<file path="config.mk">
export PLATFORM = sky130hd
export DESIGN_NAME = dcdcr_bank
export DESIGN_NICKNAME = d
export VERILOG_FILES = /design/src/logic/dcdcr_pkg.sv /design/src/logic/dcdcr_buck_ctl.sv /design/src/logic/dcdcr_bank.sv
export VERILOG_INCLUDE_DIRS = /design/src /design/src/logic
export SDC_FILE = /design/constraint.sdc
export NUM_CORES = 1
export LEC_CHECK = 0
export ABC_CLOCK_PERIOD_IN_PS = 1500
export BUFFER_PORTS_ARGS = -buffer_cell sky130_fd_sc_hd__buf_2
export CORE_ASPECT_RATIO = 1.75
export CORE_UTILIZATION = 45
export CTS_CLUSTER_DIAMETER = 150
export DETAILED_ROUTE_END_ITERATION = 7
export GPL_TIMING_DRIVEN = 0
export PLACE_DENSITY = 0.68
export SETUP_SLACK_MARGIN = 0.3
export SLEW_MARGIN = 30
export SYNTH_ARGS = -nofsm -noshare
export SYNTH_HDL_FRONTEND = slang
export SYNTH_HIERARCHICAL = 1
export SYNTH_SLANG_ARGS = --single-unit
</file>
<file path="constraint.sdc">
create_clock -name clk -period 1.5 [get_ports clk]
set_input_delay 0.15 -clock clk [delete_from_list [all_inputs] [get_ports clk]]
set_output_delay 0.15 -clock clk [all_outputs]
set_load 0.02 [all_outputs]
</file>
<file path="src/logic/dcdcr_map.svh">
// Purpose: Register offsets, field positions and reset values of the converter control bank.
// Assumes: 8-bit register index and 16-bit register data on the control interface.
// Notes:   Definitions only.
`ifndef DCDCR_MAP_SVH
`define DCDCR_MAP_SVH

// ----------------------------------------------------------------------------
// Register indices
// ----------------------------------------------------------------------------
`define DCDCR_IDX_COMP      8'hB3
`define DCDCR_IDX_B1_CTL    8'hB4
`define DCDCR_IDX_B1_SEQ    8'hB5
`define DCDCR_IDX_B1_LP     8'hB6
`define DCDCR_IDX_B2_CTL    8'hB7
`define DCDCR_IDX_B2_SEQ    8'hB8
`define DCDCR_IDX_B3_CTL    8'hBA
`define DCDCR_IDX_B3_SEQ    8'hBB
`define DCDCR_IDX_B3_LP     8'hBC
`define DCDCR_IDX_B4_CTL    8'hBD

// ----------------------------------------------------------------------------
// Writable-bit masks
// ----------------------------------------------------------------------------
`define DCDCR_MASK_COMP     16'h5077
`define DCDCR_MASK_COMP_KEY 16'h0077
`define DCDCR_MASK_BCTL     16'hCC7F
`define DCDCR_MASK_B3CTL    16'h0C7F
`define DCDCR_MASK_SEQ      16'hFFC0
`define DCDCR_MASK_LP       16'h737F
`define DCDCR_MASK_B2CTL    16'h535B
`define DCDCR_MASK_B4CTL    16'h0800

// ----------------------------------------------------------------------------
// Reset values
// ----------------------------------------------------------------------------
`define DCDCR_RST_COMP      16'h0025
`define DCDCR_RST_B1_CTL    16'h000E
`define DCDCR_RST_SEQ       16'h0000
`define DCDCR_RST_B1_LP     16'h1006
`define DCDCR_RST_B3_LP     16'h0006
`define DCDCR_RST_B2_CTL    16'h0018
`define DCDCR_RST_B3_CTL    16'h0000
`define DCDCR_RST_B4_CTL    16'h0000

// ----------------------------------------------------------------------------
// Field positions
// ----------------------------------------------------------------------------
`define DCDCR_F_KEEP_ON     12
`define DCDCR_F_LOW_ACT     14
`define DCDCR_F_CAP_HI      15
`define DCDCR_F_CAP_LO      14
`define DCDCR_F_OVP_DIS     11
`define DCDCR_F_FLOAT       10
`define DCDCR_F_MODE2       14
`define DCDCR_F_ILIM        6
`define DCDCR_F_SLEEP2      12
`define DCDCR_KEY_VALUE     16'h5A5A
`define DCDCR_VCODE_MAX     7'h66
`define DCDCR_SLOT_ACTIVE   4'hF
`define DCDCR_SLOT_NEVER    4'h0

`endif

</file>
<file path="src/logic/dcdcr_pkg.sv">
// Purpose: Types shared by the converter control bank.
// Assumes: Constants live in dcdcr_map.svh.
// Notes:   None.
package dcdcr_pkg;
	typedef enum logic [1:0] {
		DCDCR_ACT_IGNORE = 2'h0,
		DCDCR_ACT_CONV   = 2'h1,
		DCDCR_ACT_SYS    = 2'h2,
		DCDCR_ACT_SYS_R  = 2'h3
	} dcdcr_act_type;
	typedef struct packed {
		logic       out_en;
		logic       standby;
		logic       ldo;
		logic       use_image;
		logic       discharge;
		logic       ovp_en;
		logic [6:0] vcode;
	} dcdcr_drive_type;
endpackage

</file>
<file path="src/logic/dcdcr_buck_ctl.sv">
// Purpose: Per-buck decode of enable, sleep behaviour, sequencing and fault action.
// Assumes: All inputs are on clk; the power sequencer supplies slot and state.
// Notes:   Output is registered.
`timescale 1ns/1ps
`include "dcdcr_map.svh"
module dcdcr_buck_ctl
	import dcdcr_pkg::*;
(
	input  wire logic            clk,
	input  wire logic            reset_n,
	input  wire logic [15:0]     ctl,
	input  wire logic [15:0]     seq,
	input  wire logic [15:0]     lp,
	input  wire logic            requested,
	input  wire logic            sleep_req,
	input  wire logic            enter_active,
	input  wire logic            enter_off,
	input  wire logic            slot_up,
	input  wire logic            slot_down,
	input  wire logic [3:0]      slot,
	input  wire logic            fault,
	output dcdcr_drive_type      drive,
	output logic                 conv_kill,
	output logic                 sys_kill
);
	typedef struct packed {
		dcdcr_drive_type drive;
		logic            on;
		logic            kill;
		logic            sys;
	} dcdcr_bk_type;
	dcdcr_bk_type st_r, st_nxt;
	logic [3:0]    up_slot;
	logic [3:0]    dn_slot;
	logic [2:0]    hmode;
	dcdcr_act_type act;

	assign up_slot = seq[13:10];
	assign dn_slot = seq[9:6];
	assign hmode   = lp[14:12];
	assign act     = dcdcr_act_type'(seq[15:14]);

	// ------------------------------------------------------------------------
	// Sequencing, fault reaction and sleep shaping.
	// ------------------------------------------------------------------------
	always_comb begin
		st_nxt = st_r;
		st_nxt.kill = 1'b0;
		st_nxt.sys  = 1'b0;
		if (slot_up && up_slot != `DCDCR_SLOT_NEVER && up_slot != `DCDCR_SLOT_ACTIVE &&
			up_slot == slot) begin
			st_nxt.on = 1'b1; // RULE_08
		end
		if (enter_active && up_slot == `DCDCR_SLOT_ACTIVE) begin
			st_nxt.on = 1'b1; // RULE_08
		end
		if (slot_down && dn_slot != 4'h0 && dn_slot != 4'hF && dn_slot == slot) begin
			st_nxt.on = 1'b0; // RULE_09
		end
		if (enter_off) begin
			st_nxt.on = 1'b0; // RULE_09
		end
		// Reserved action code still kills the system: safest reading.
		if (fault) begin
			unique case (act)
				DCDCR_ACT_IGNORE: st_nxt.kill = 1'b0; // RULE_07
				DCDCR_ACT_CONV: begin
					st_nxt.kill = 1'b1; // RULE_07
					st_nxt.on   = 1'b0;
				end
				DCDCR_ACT_SYS, DCDCR_ACT_SYS_R: st_nxt.sys = 1'b1; // RULE_07
			endcase
		end
		st_nxt.drive.vcode = ctl[6:0]; // RULE_06
		st_nxt.drive.use_image = 1'b0;
		st_nxt.drive.standby = 1'b0;
		st_nxt.drive.ldo = 1'b0;
		st_nxt.drive.out_en = st_r.on && requested;
		if (sleep_req) begin
			unique case (hmode)
				3'h1, 3'h3, 3'h5: st_nxt.drive.use_image = 1'b1; // RULE_10
				default: st_nxt.drive.use_image = 1'b0;
			endcase
			st_nxt.drive.standby = (hmode == 3'h2) || (hmode == 3'h3); // RULE_10
			st_nxt.drive.ldo = (hmode == 3'h4) || (hmode == 3'h5); // RULE_10
			if (hmode == 3'h7) begin
				st_nxt.drive.out_en = 1'b0; // RULE_10
			end
			if (hmode[2:1] != 2'b00 && hmode != 3'h4 && hmode != 3'h5 && hmode != 3'h7) begin
				st_nxt.drive.standby = st_nxt.drive.standby; // Reserved 110: no change.
			end
		end
		if (st_nxt.drive.use_image) begin
			st_nxt.drive.vcode = lp[6:0]; // RULE_13
		end
		st_nxt.drive.discharge = !st_nxt.drive.out_en && !ctl[`DCDCR_F_FLOAT]; // RULE_05
		st_nxt.drive.ovp_en = !ctl[`DCDCR_F_OVP_DIS]; // RULE_20
	end

	// ------------------------------------------------------------------------
	// State register.
	// ------------------------------------------------------------------------
	always_ff @(posedge clk) begin
		if (!reset_n) begin
			st_r <= '0;
		end else begin
			st_r <= st_nxt;
		end
	end

	assign drive     = st_r.drive;
	assign conv_kill = st_r.kill;
	assign sys_kill  = st_r.sys;
endmodule // dcdcr_buck_ctl

</file>
<file path="src/logic/dcdcr_bank.sv">
// Purpose: Converter control register bank with decoded converter drive outputs.
// Assumes: Register access on a simple synchronous index/data port of the device.
// Notes:   A state-machine reset pulse restores every field to its default.
//
// Behaviour
// RULE_01: Comparator stays on in sleep when bit12.
// RULE_02: Turn-off threshold field, reset 010, keyed.
// RULE_03: Turn-on threshold field, reset 101, keyed.
// RULE_04: Buck 1 capacitor select in bits 15:14.
// RULE_05: Disabled converter discharges unless float bit.
// RULE_06: Seven-bit voltage code in 25mV steps.
// RULE_07: Fault interrupts always; action per code.
// RULE_08: Start-up slot: never, slot, or active.
// RULE_09: Shutdown slot, or on entering off.
// RULE_10: Sleep behaviour codes shape converter drive.
// RULE_11: Sleep trigger chosen by bits 9:8.
// RULE_12: Sleep GPIO input always forces sleep.
// RULE_13: Image voltage replaces normal in image mode.
// RULE_14: Converter 2 boost or switch mode.
// RULE_15: Converter 2 sleep disables output if set.
// RULE_16: Converter 2 bit6 selects lower current limit.
// RULE_17: Ramp bits; forced 11 for internal feedback.
// RULE_18: Converter 2 feedback source selection.
// RULE_19: State-machine reset restores all defaults.
// RULE_20: Overvoltage protection off when bit11 set; boost2_ovp_en stays tied high, and bit11 of b4_ctl drives nothing.
// RULE_21: Low supply interrupts; hard shutdown if set.
`timescale 1ns/1ps
`include "dcdcr_map.svh"
module dcdcr_bank
	import dcdcr_pkg::*;
(
	input  wire logic               clk,
	input  wire logic               reset_n,
	input  wire logic               sm_reset,
	input  wire logic [7:0]         reg_index,
	input  wire logic [15:0]        reg_wdata,
	input  wire logic               reg_write,
	input  wire logic               reg_read,
	output logic [15:0]             reg_rdata,
	output logic                    reg_rvalid,
	input  wire logic               key_unlocked,
	input  wire logic               sleep_reg_bit,
	input  wire logic               low_power_input_one,
	input  wire logic               low_power_input_two,
	input  wire logic               low_power_input_three,
	input  wire logic               sleep_gpio,
	input  wire logic               supply_below_off,
	input  wire logic [2:0]         conv_requested,
	input  wire logic [2:0]         conv_fault,
	input  wire logic               enter_active,
	input  wire logic               enter_off,
	input  wire logic               slot_up,
	input  wire logic               slot_down,
	input  wire logic [3:0]         slot,
	output dcdcr_drive_type         buck1_drive,
	output dcdcr_drive_type         buck3_drive,
	output logic                    boost2_out_en,
	output logic                    boost2_switch_mode,
	output logic                    boost2_low_current,
	output logic [1:0]              boost2_ramp,
	output logic [1:0]              feedback_source,
	output logic                    boost2_ovp_en,
	output logic [1:0]              buck1_cap_select,
	output logic                    comparator_sleep_keep_on,
	output logic [2:0]              supply_turn_off_threshold,
	output logic [2:0]              supply_turn_on_threshold,
	output logic                    low_supply_irq,
	output logic                    hard_shutdown,
	output logic [2:0]              fault_irq,
	output logic                    converter_shutdown_any
);
	// ------------------------------------------------------------------------
	// State
	// ------------------------------------------------------------------------
	typedef struct packed {
		logic [15:0] comp;
		logic [15:0] b1_ctl;
		logic [15:0] b1_seq;
		logic [15:0] b1_lp;
		logic [15:0] b2_ctl;
		logic [15:0] b2_seq;
		logic [15:0] b3_ctl;
		logic [15:0] b3_seq;
		logic [15:0] b3_lp;
		logic [15:0] b4_ctl;
		logic [15:0] rdata;
		logic        rvalid;
		logic [2:0]  sync1;
		logic [2:0]  sync2;
		logic        gpio1;
		logic        gpio2;
		logic        low1;
		logic        low2;
		logic [2:0]  sleep;
		logic        b2_on;
		logic [2:0]  fault_irq;
		logic        low_irq;
		logic        hard;
		logic        any_kill;
		logic        b2_out;
		logic [1:0]  b2_ramp;
	} dcdcr_bank_type;

	dcdcr_bank_type st_r, st_nxt;
	dcdcr_drive_type b1_drv, b3_drv;
	logic [2:0] kill, syskill;
	logic       b2_kill, b2_sys;

	// Merge a masked write into a register.
	function automatic logic [15:0] dcdcr_merge(input logic [15:0] old, input logic [15:0] wd,
		input logic [15:0] mask);
		dcdcr_merge = (old & ~mask) | (wd & mask);
	endfunction

	// Pick the sleep source from the two-bit trigger field.
	function automatic logic dcdcr_trig(input logic [1:0] sel, input logic [2:0] lpin,
		input logic regbit, input logic gpio);
		logic src;
		src = regbit;
		unique case (sel)
			2'h0: src = regbit;
			2'h1: src = lpin[0];
			2'h2: src = lpin[1];
			2'h3: src = lpin[2];
		endcase
		dcdcr_trig = src | gpio;
	endfunction

	// ------------------------------------------------------------------------
	// Next-state logic.
	// ------------------------------------------------------------------------
	always_comb begin
		logic [15:0] comp_mask;
		logic [15:0] rd;
		logic [3:0]  b2_up;
		logic [3:0]  b2_dn;
		comp_mask = '0;
		rd = '0;
		st_nxt = st_r;
		b2_up = st_r.b2_seq[13:10];
		b2_dn = st_r.b2_seq[9:6];
		// Pins cross from outside through two flops before use.
		st_nxt.sync1 = {low_power_input_three, low_power_input_two, low_power_input_one};
		st_nxt.sync2 = st_r.sync1;
		st_nxt.gpio1 = sleep_gpio;
		st_nxt.gpio2 = st_r.gpio1;
		st_nxt.low1  = supply_below_off;
		st_nxt.low2  = st_r.low1;
		// Trigger select per converter; the gpio term ORs in unconditionally.
		st_nxt.sleep[0] = dcdcr_trig(st_r.b1_lp[9:8], st_r.sync2, sleep_reg_bit, st_r.gpio2); // RULE_11 RULE_12
		st_nxt.sleep[1] = dcdcr_trig(st_r.b2_ctl[9:8], st_r.sync2, sleep_reg_bit, st_r.gpio2); // RULE_11 RULE_12
		st_nxt.sleep[2] = dcdcr_trig(st_r.b3_lp[9:8], st_r.sync2, sleep_reg_bit, st_r.gpio2); // RULE_11 RULE_12
		// Register writes; threshold bits need the key to be open.
		comp_mask = key_unlocked ? `DCDCR_MASK_COMP : (`DCDCR_MASK_COMP & ~`DCDCR_MASK_COMP_KEY); // RULE_02 RULE_03
		if (reg_write) begin
			unique case (reg_index)
				`DCDCR_IDX_COMP:   st_nxt.comp   = dcdcr_merge(st_r.comp, reg_wdata, comp_mask);
				`DCDCR_IDX_B1_CTL: st_nxt.b1_ctl = dcdcr_merge(st_r.b1_ctl, reg_wdata, `DCDCR_MASK_BCTL);
				`DCDCR_IDX_B1_SEQ: st_nxt.b1_seq = dcdcr_merge(st_r.b1_seq, reg_wdata, `DCDCR_MASK_SEQ);
				`DCDCR_IDX_B1_LP:  st_nxt.b1_lp  = dcdcr_merge(st_r.b1_lp, reg_wdata, `DCDCR_MASK_LP);
				`DCDCR_IDX_B2_CTL: st_nxt.b2_ctl = dcdcr_merge(st_r.b2_ctl, reg_wdata, `DCDCR_MASK_B2CTL);
				`DCDCR_IDX_B2_SEQ: st_nxt.b2_seq = dcdcr_merge(st_r.b2_seq, reg_wdata, `DCDCR_MASK_SEQ);
				`DCDCR_IDX_B3_CTL: st_nxt.b3_ctl = dcdcr_merge(st_r.b3_ctl, reg_wdata, `DCDCR_MASK_B3CTL);
				`DCDCR_IDX_B3_SEQ: st_nxt.b3_seq = dcdcr_merge(st_r.b3_seq, reg_wdata, `DCDCR_MASK_SEQ);
				`DCDCR_IDX_B3_LP:  st_nxt.b3_lp  = dcdcr_merge(st_r.b3_lp, reg_wdata, `DCDCR_MASK_LP);
				`DCDCR_IDX_B4_CTL: st_nxt.b4_ctl = dcdcr_merge(st_r.b4_ctl, reg_wdata, `DCDCR_MASK_B4CTL);
				default: st_nxt.comp = st_r.comp; // Unmapped writes are dropped.
			endcase
		end
		// Reads: unmapped indices return zero.
		unique case (reg_index)
			`DCDCR_IDX_COMP:   rd = st_r.comp;
			`DCDCR_IDX_B1_CTL: rd = st_r.b1_ctl;
			`DCDCR_IDX_B1_SEQ: rd = st_r.b1_seq;
			`DCDCR_IDX_B1_LP:  rd = st_r.b1_lp;
			`DCDCR_IDX_B2_CTL: rd = st_r.b2_ctl;
			`DCDCR_IDX_B2_SEQ: rd = st_r.b2_seq;
			`DCDCR_IDX_B3_CTL: rd = st_r.b3_ctl;
			`DCDCR_IDX_B3_SEQ: rd = st_r.b3_seq;
			`DCDCR_IDX_B3_LP:  rd = st_r.b3_lp;
			`DCDCR_IDX_B4_CTL: rd = st_r.b4_ctl;
			default:           rd = 16'h0000;
		endcase
		st_nxt.rvalid = reg_read;
		if (reg_read) begin
			st_nxt.rdata = rd;
		end
		// Converter 2 sequencing mirrors the buck sequencer.
		if (slot_up && b2_up != 4'h0 && b2_up != 4'hF && b2_up == slot) begin
			st_nxt.b2_on = 1'b1; // RULE_08
		end
		if (enter_active && b2_up == `DCDCR_SLOT_ACTIVE) begin
			st_nxt.b2_on = 1'b1; // RULE_08
		end
		if ((slot_down && b2_dn != 4'h0 && b2_dn != 4'hF && b2_dn == slot) || enter_off) begin
			st_nxt.b2_on = 1'b0; // RULE_09
		end
		if (b2_kill) begin
			st_nxt.b2_on = 1'b0; // RULE_07
		end
		// Sleep field 1 disables converter 2; 0 keeps it running.
		st_nxt.b2_out = st_r.b2_on && conv_requested[1] &&
			!(st_r.sleep[1] && st_r.b2_ctl[`DCDCR_F_SLEEP2]); // RULE_15
		// Fault pulses always interrupt whatever the action code.
		st_nxt.fault_irq = conv_fault; // RULE_07
		st_nxt.any_kill = |kill || b2_kill;
		// Low supply: interrupt always, hard shutdown if the action bit is set.
		st_nxt.low_irq = st_r.low2; // RULE_21
		st_nxt.hard = (st_r.low2 && st_r.comp[`DCDCR_F_LOW_ACT]) || |syskill || b2_sys; // RULE_21 RULE_07
		// The state-machine reset outranks any write in the same cycle.
		if (sm_reset) begin
			st_nxt.comp   = `DCDCR_RST_COMP; // RULE_19
			st_nxt.b1_ctl = `DCDCR_RST_B1_CTL;
			st_nxt.b1_seq = `DCDCR_RST_SEQ;
			st_nxt.b1_lp  = `DCDCR_RST_B1_LP;
			st_nxt.b2_ctl = `DCDCR_RST_B2_CTL;
			st_nxt.b2_seq = `DCDCR_RST_SEQ;
			st_nxt.b3_ctl = `DCDCR_RST_B3_CTL;
			st_nxt.b3_seq = `DCDCR_RST_SEQ;
			st_nxt.b3_lp  = `DCDCR_RST_B3_LP;
			st_nxt.b4_ctl = `DCDCR_RST_B4_CTL;
			st_nxt.b2_on  = 1'b0;
		end
		// Ramp follows the next control value so it never lags the feedback field.
		st_nxt.b2_ramp = (st_nxt.b2_ctl[1:0] == 2'h3) ? 2'h3 : st_nxt.b2_ctl[4:3]; // RULE_17
	end

	// ------------------------------------------------------------------------
	// Registers.
	// ------------------------------------------------------------------------
	always_ff @(posedge clk) begin
		if (!reset_n) begin
			st_r        <= '0;
			st_r.comp   <= `DCDCR_RST_COMP; // RULE_02 RULE_03
			st_r.b1_ctl <= `DCDCR_RST_B1_CTL;
			st_r.b1_lp  <= `DCDCR_RST_B1_LP;
			st_r.b2_ctl <= `DCDCR_RST_B2_CTL;
			st_r.b2_ramp <= 2'h3;
			st_r.b3_lp  <= `DCDCR_RST_B3_LP;
		end else begin
			st_r <= st_nxt;
		end
	end

	// ------------------------------------------------------------------------
	// Per-buck decode.
	// ------------------------------------------------------------------------
	dcdcr_buck_ctl u_buck1 (
		.clk          (clk),
		.reset_n      (reset_n && !sm_reset),
		.ctl          (st_r.b1_ctl),
		.seq          (st_r.b1_seq),
		.lp           (st_r.b1_lp),
		.requested    (conv_requested[0]),
		.sleep_req    (st_r.sleep[0]),
		.enter_active (enter_active),
		.enter_off    (enter_off),
		.slot_up      (slot_up),
		.slot_down    (slot_down),
		.slot         (slot),
		.fault        (conv_fault[0]),
		.drive        (b1_drv),
		.conv_kill    (kill[0]),
		.sys_kill     (syskill[0])
	);
	dcdcr_buck_ctl u_buck3 (
		.clk          (clk),
		.reset_n      (reset_n && !sm_reset),
		.ctl          (st_r.b3_ctl),
		.seq          (st_r.b3_seq),
		.lp           (st_r.b3_lp),
		.requested    (conv_requested[2]),
		.sleep_req    (st_r.sleep[2]),
		.enter_active (enter_active),
		.enter_off    (enter_off),
		.slot_up      (slot_up),
		.slot_down    (slot_down),
		.slot         (slot),
		.fault        (conv_fault[2]),
		.drive        (b3_drv),
		.conv_kill    (kill[2]),
		.sys_kill     (syskill[2])
	);
	assign kill[1]    = 1'b0;
	assign syskill[1] = 1'b0;
	// Converter 2 fault action decoded inline.
	assign b2_kill = conv_fault[1] && st_r.b2_seq[15:14] == 2'h1; // RULE_07
	assign b2_sys  = conv_fault[1] && st_r.b2_seq[15]; // RULE_07

	// ------------------------------------------------------------------------
	// Outputs, all from flops except boost2_ovp_en, tied high.
	// ------------------------------------------------------------------------
	assign reg_rdata                 = st_r.rdata;
	assign reg_rvalid                = st_r.rvalid;
	assign buck1_drive               = b1_drv;
	assign buck3_drive               = b3_drv;
	assign boost2_out_en             = st_r.b2_out;
	assign boost2_switch_mode        = st_r.b2_ctl[`DCDCR_F_MODE2]; // RULE_14
	assign boost2_low_current        = st_r.b2_ctl[`DCDCR_F_ILIM]; // RULE_16
	assign boost2_ramp               = st_r.b2_ramp;
	assign feedback_source           = st_r.b2_ctl[1:0]; // RULE_18
	assign boost2_ovp_en             = 1'b1;
	assign buck1_cap_select          = st_r.b1_ctl[`DCDCR_F_CAP_HI:`DCDCR_F_CAP_LO]; // RULE_04
	assign comparator_sleep_keep_on  = st_r.comp[`DCDCR_F_KEEP_ON]; // RULE_01
	assign supply_turn_off_threshold = st_r.comp[6:4];
	assign supply_turn_on_threshold  = st_r.comp[2:0];
	assign low_supply_irq            = st_r.low_irq;
	assign hard_shutdown             = st_r.hard;
	assign fault_irq                 = st_r.fault_irq;
	assign converter_shutdown_any    = st_r.any_kill;
endmodule // dcdcr_bank

</file>
Word level (Yosys, flattened, before mapping)
Cells that the tools add are included.

storage, ports and cells
  register bits after elaboration = 232
  input port bits = 50
  output and inout port bits = 66
  logic and storage cells = 238

cells by class
  equal/unequal tests = 54
  mux-type cells = 39
  bitwise operators = 17
  reductions and logical operators = 81

operators with widths
  operator              count
  $mux W85              2
  $pmux W16 S10         1
  $eq A8 B8 Y1 const B  10
  $mux W16              5
  $or A16 B15 Y16       3
  $or A6 B16 Y16        3
  $logic_and A1 B1 Y1   32
  $or A16 B12 Y16       2
  $reduce_and A2 Y1     14
  $eq A4 B4 Y1          6
  $ne A4 B4 Y1 const B  6
  $reduce_bool A4 Y1    6
  $eq A2 B2 Y1 const B  11
  $mux W7               3
  $mux W1               20
  $eq A3 B3 Y1 const B  6
  $and A16 B15 Y16      1
  $and A16 B16 Y16      1
  $not A15 Y16          1
  $or A14 B16 Y16       1
  $or A16 B16 Y16       1
  $eq A2 B1 Y1 const B  6
  $eq A3 B2 Y1 const B  4
  $eq A4 B4 Y1 const B  3
  14 further kinds      43

Logic depth before layout (Yosys ltp)
  depth after elaboration = 10
  gate-level depth with buffers = 8
  gate-level depth less buffers = 5

Modules after synthesis
Netlist, hierarchy kept.

modules (own cells, without submodules)
  module          times used  cells each  area each (um^2)  sequential area each (um^2)
  dcdcr_bank      1           660         5815.6            2642.5
  dcdcr_buck_ctl  2           79          793.3             320.3

Worst setup path after synthesis
Ideal clock, no wire load.

  kind = input-to-reg
  start point = in reg_index[5]
  end point = reg st_r (netlist bit reg_rdata[14])
  setup time = 0.122 ns
  arrival time = 1.340 ns
  data required time = 1.378 ns
  slack = 0.038 ns
  cell stages on the path = 6
  path buffers = 1
  cell sequence = and4b_1 buf_2 nand2_1 nor2_1 a221o_1 o311a_1

between the ends
  cells in the longest elaborated chain, start to end = 2
  elaborated cells between the ends (all ways) = 11
  classes of those cells = eq/ne (10); mux (1)

ends and longest elaborated chain
  what                    line               RTL
  start: declaration      dcdcr_bank.sv:35   input wire logic [7:0] reg_index,
  $eq A8 B8 Y1            dcdcr_bank.sv:171  unique case (reg_index)
  $pmux W16 S10 (*)       dcdcr_bank.sv:171
  end signal: assignment  dcdcr_bank.sv:241  st_r <= st_nxt;
  end: declaration        dcdcr_bank.sv:104  dcdcr_bank_type st_r, st_nxt;

Mark *: on every way between the ends. The rest lies on a longest branch, timed or not.
A chain may end at the register's enable or synchronous reset.

Worst setup path in the final report
  start point = reg st_r[163] (netlist name)
  end point = reg st_r (netlist bit reg_rdata[11])

between the ends
  cells in the longest elaborated chain, start to end = 1

ends and longest elaborated chain
  what           line
  $pmux W16 S10  dcdcr_bank.sv:171

Every way passes these cells.

==> flow_summary.yaml <==
status:
  run_status: "complete, no violations"
placed_design:
  post-place-ws_ns: -0.455
  place.gp.congestion: 0.969
  portBuffers: 112
  dp_cells: 1118
  dp_hpwl_um: 17400
critical_path:
  startpoint: "st_r[163]"
  rr_worst_depth: 4
  start_kind: "register"
  end_kind: "register"
  crit_arrival_ns: 1.77
  rrSetupSlack_ns: 0.05
  r2r_start: "st_r[163]"
  required_ns: 1.82
  cp_max_fo: 5
  reg2reg_to: "reg_rdata[11]"
  path_class: "reg -> reg"
die:
  die_width_um: 98.9
  die-height_um: 172
  core.rowCount: 61
  ios: 116
  start_util: 0.464
  dieArea_sq_um: 17000
  core_area_sq_um: 16000
min_path:
  hp-start: "enter_off"
  min_to: "st_r[9]"
  hold_path.class: "in -> reg"
  min_path_cells: 4
clock_tree:
  htree_levels: 4
  cts-buffers-inserted: 17
  cts-root-buf: "clkbuf_16"
  tritoncts: "yes"
  cts_buffer_depth: 2
  clock_latency_ns: 0.44
  clkSinkCount: 164
  path_clk_slew_ns: 0.07
final_layout:
  nFillCells: 1339
  register_area_sq_um: 3370
  multi_input_area_sq_um: 3840
  drive_gt1_frac: 0.399
  num-nets-final: 1049
  finalNonFillerCells: 1202
  area_delta_synth_final_pct: 35.3
sta:
  period_share: 0.964
  finalSetupViolations: 0
  relSlewSlack: 0.492
  hold_viol_final: 0
  setup_slack_ns: 0.0546
  period_needed_ns: 1.45
  max_freq_ghz: 0.692
  skew_ns: 0.00940
  rsz0062_at_grt: "true"
  worst_pin_slew_ns: 0.762
  drv_slew: 0
detailed_routing:
  dr.pass1.iters: 5
  vias: 7037
  initialDrtViolationCount: 702
  routed_wl_um: 26100
  wl_per_cell_um: 21.7
  ant_nets: 0
  drc: 0
  routed_via_density: 5.85
yosys:
  synth_area_per_cell_sq_um: 9.06
  syn_nets: 867
  synth_cells: 817
  yosysWarnings: 6
  syn-cell-area_sq_um: 7400
power_and_ir_drop:
  power.density_nw_per_um2: 937
  max-vdd-ir-drop_mv: 0.836
  total_leakage_power_nw: 4.14
flow_run:
  cap_violations: 0
global_routing:
  track_usage: 0.302
  grt_max_degree: 22
  grt_pass1_wl_um: 37400
  gr-total-overflow: 0
  antenna_found_initial: 0
  grt_pass1_vias: 6478
critical path, cell delays in order (launching register included):
cell and delay, ns:
dfxtp_2 0.36, mux2_2 0.28, a32oi_2 0.36, o22ai_2 0.14, a22o_1 0.20
cell type report:
type                       count  share of cell area
tap                          189              0.0236
inverter                       4             0.00150
sequential                   164               0.337
timing repair buffer         163               0.115
multi-input combinational    548               0.384
clock inverter                15              0.0159
clock buffer                  17              0.0425
buffer                       101              0.0803
antenna                        1            0.000250
metal layers:
layer | wire length, um | vias up | share of wire | global-route usage
met1 | 9160 | 3338 | 0.35 | 0.316
met4 | 2100 | 0 | 0.080 | 0.241
li1 | - | 3171 | - | -
met2 | 13100 | 408 | 0.50 | 0.520
met5 | 0 | - | 0 | 0
met3 | 1820 | 120 | 0.070 | 0.0670
stage by stage:
| step | TNS [ns] | cell area, sq um | hold WS, ns | total power, mW | utilization |
|---|---|---|---|---|---|
| floorplan | 0 | 7540 | 0.274 | 4.80 | - |
| global placement | -29.59 | 8340 | 0.354 | 5.07 | 0.523 |
| detailed placement | -31.40 | 8340 | 0.358 | 5.08 | 0.523 |
| CTS | 0 | 9540 | 0.00423 | 9.38 | 0.598 |
| global route | 0 | 10000 | 0.0334 | 9.60 | 0.627 |
| finish | 0 | 10000 | 0.0124 | 9.38 | 0.627 |
flip-flops by register name, summed over array words and instances (netlist names), 2 cells and up:
| register | cells |
|---|---|
| st_r | 87 |
| reg_rdata | 16 |
| u_buck1/drive | 13 |
| u_buck3/drive | 13 |
| st_nxt | 6 |
| fault_irq | 3 |
| supply_turn_off_threshold | 3 |
| supply_turn_on_threshold | 3 |
| boost2_ramp | 2 |
| buck1_cap_select | 2 |
| feedback_source | 2 |
worst max path at each step:
| stage | endpoint | slack (ns) | depth (start not counted) |
|---|---|---|---|
| 2_1_floorplan | st_r[110] | 0.15 | 7 |
| 3_3_place_gp | u_buck3/drive[9] | -0.44 | 6 |
| 3_5_place_dp | u_buck3/drive[9] | -0.45 | 6 |
| 4_1_cts | reg_rdata[6] | 0.13 | 5 |
| 5_1_grt | reg_rdata[11] | 0.03 | 4 |
| 6_report | reg_rdata[11] | 0.05 | 4 |
report_power, final:
group / switching (mW) / internal (mW) / total, mW
combinational: 0.427 / 0.264 / 0.691
clock: 2.08 / 2.23 / 4.30
sequential: 0.0154 / 4.37 / 4.38
total: 2.52 / 6.86 / 9.38
repair_timing:
action	4_1_cts	5_1_grt
cloned	2	3
pin swaps	18	28
setup endpoints to repair	121	134
endpoints found under the hold margin	13	0
setup buffers	22	13
gates resized for setup	87	117
hold buffers	11	0
placed cells by master, fill, tap and decap left out, drive strengths merged, types with 7 or more instances in the layout:
master       count
a21oi           57
a22o             8
a22oi           14
and2            23
and3            14
buf            228
clkbuf          42
clkinv           7
dfxtp          164
dlygate4sd3     11
inv             12
mux2i           67
nand2          129
nand3           25
nor2            48
nor2b           21
nor3            13
nor3b           11
o21ai           18
xnor2            8
xor2            12
Note: power is estimated with default switching activity, not from simulation.
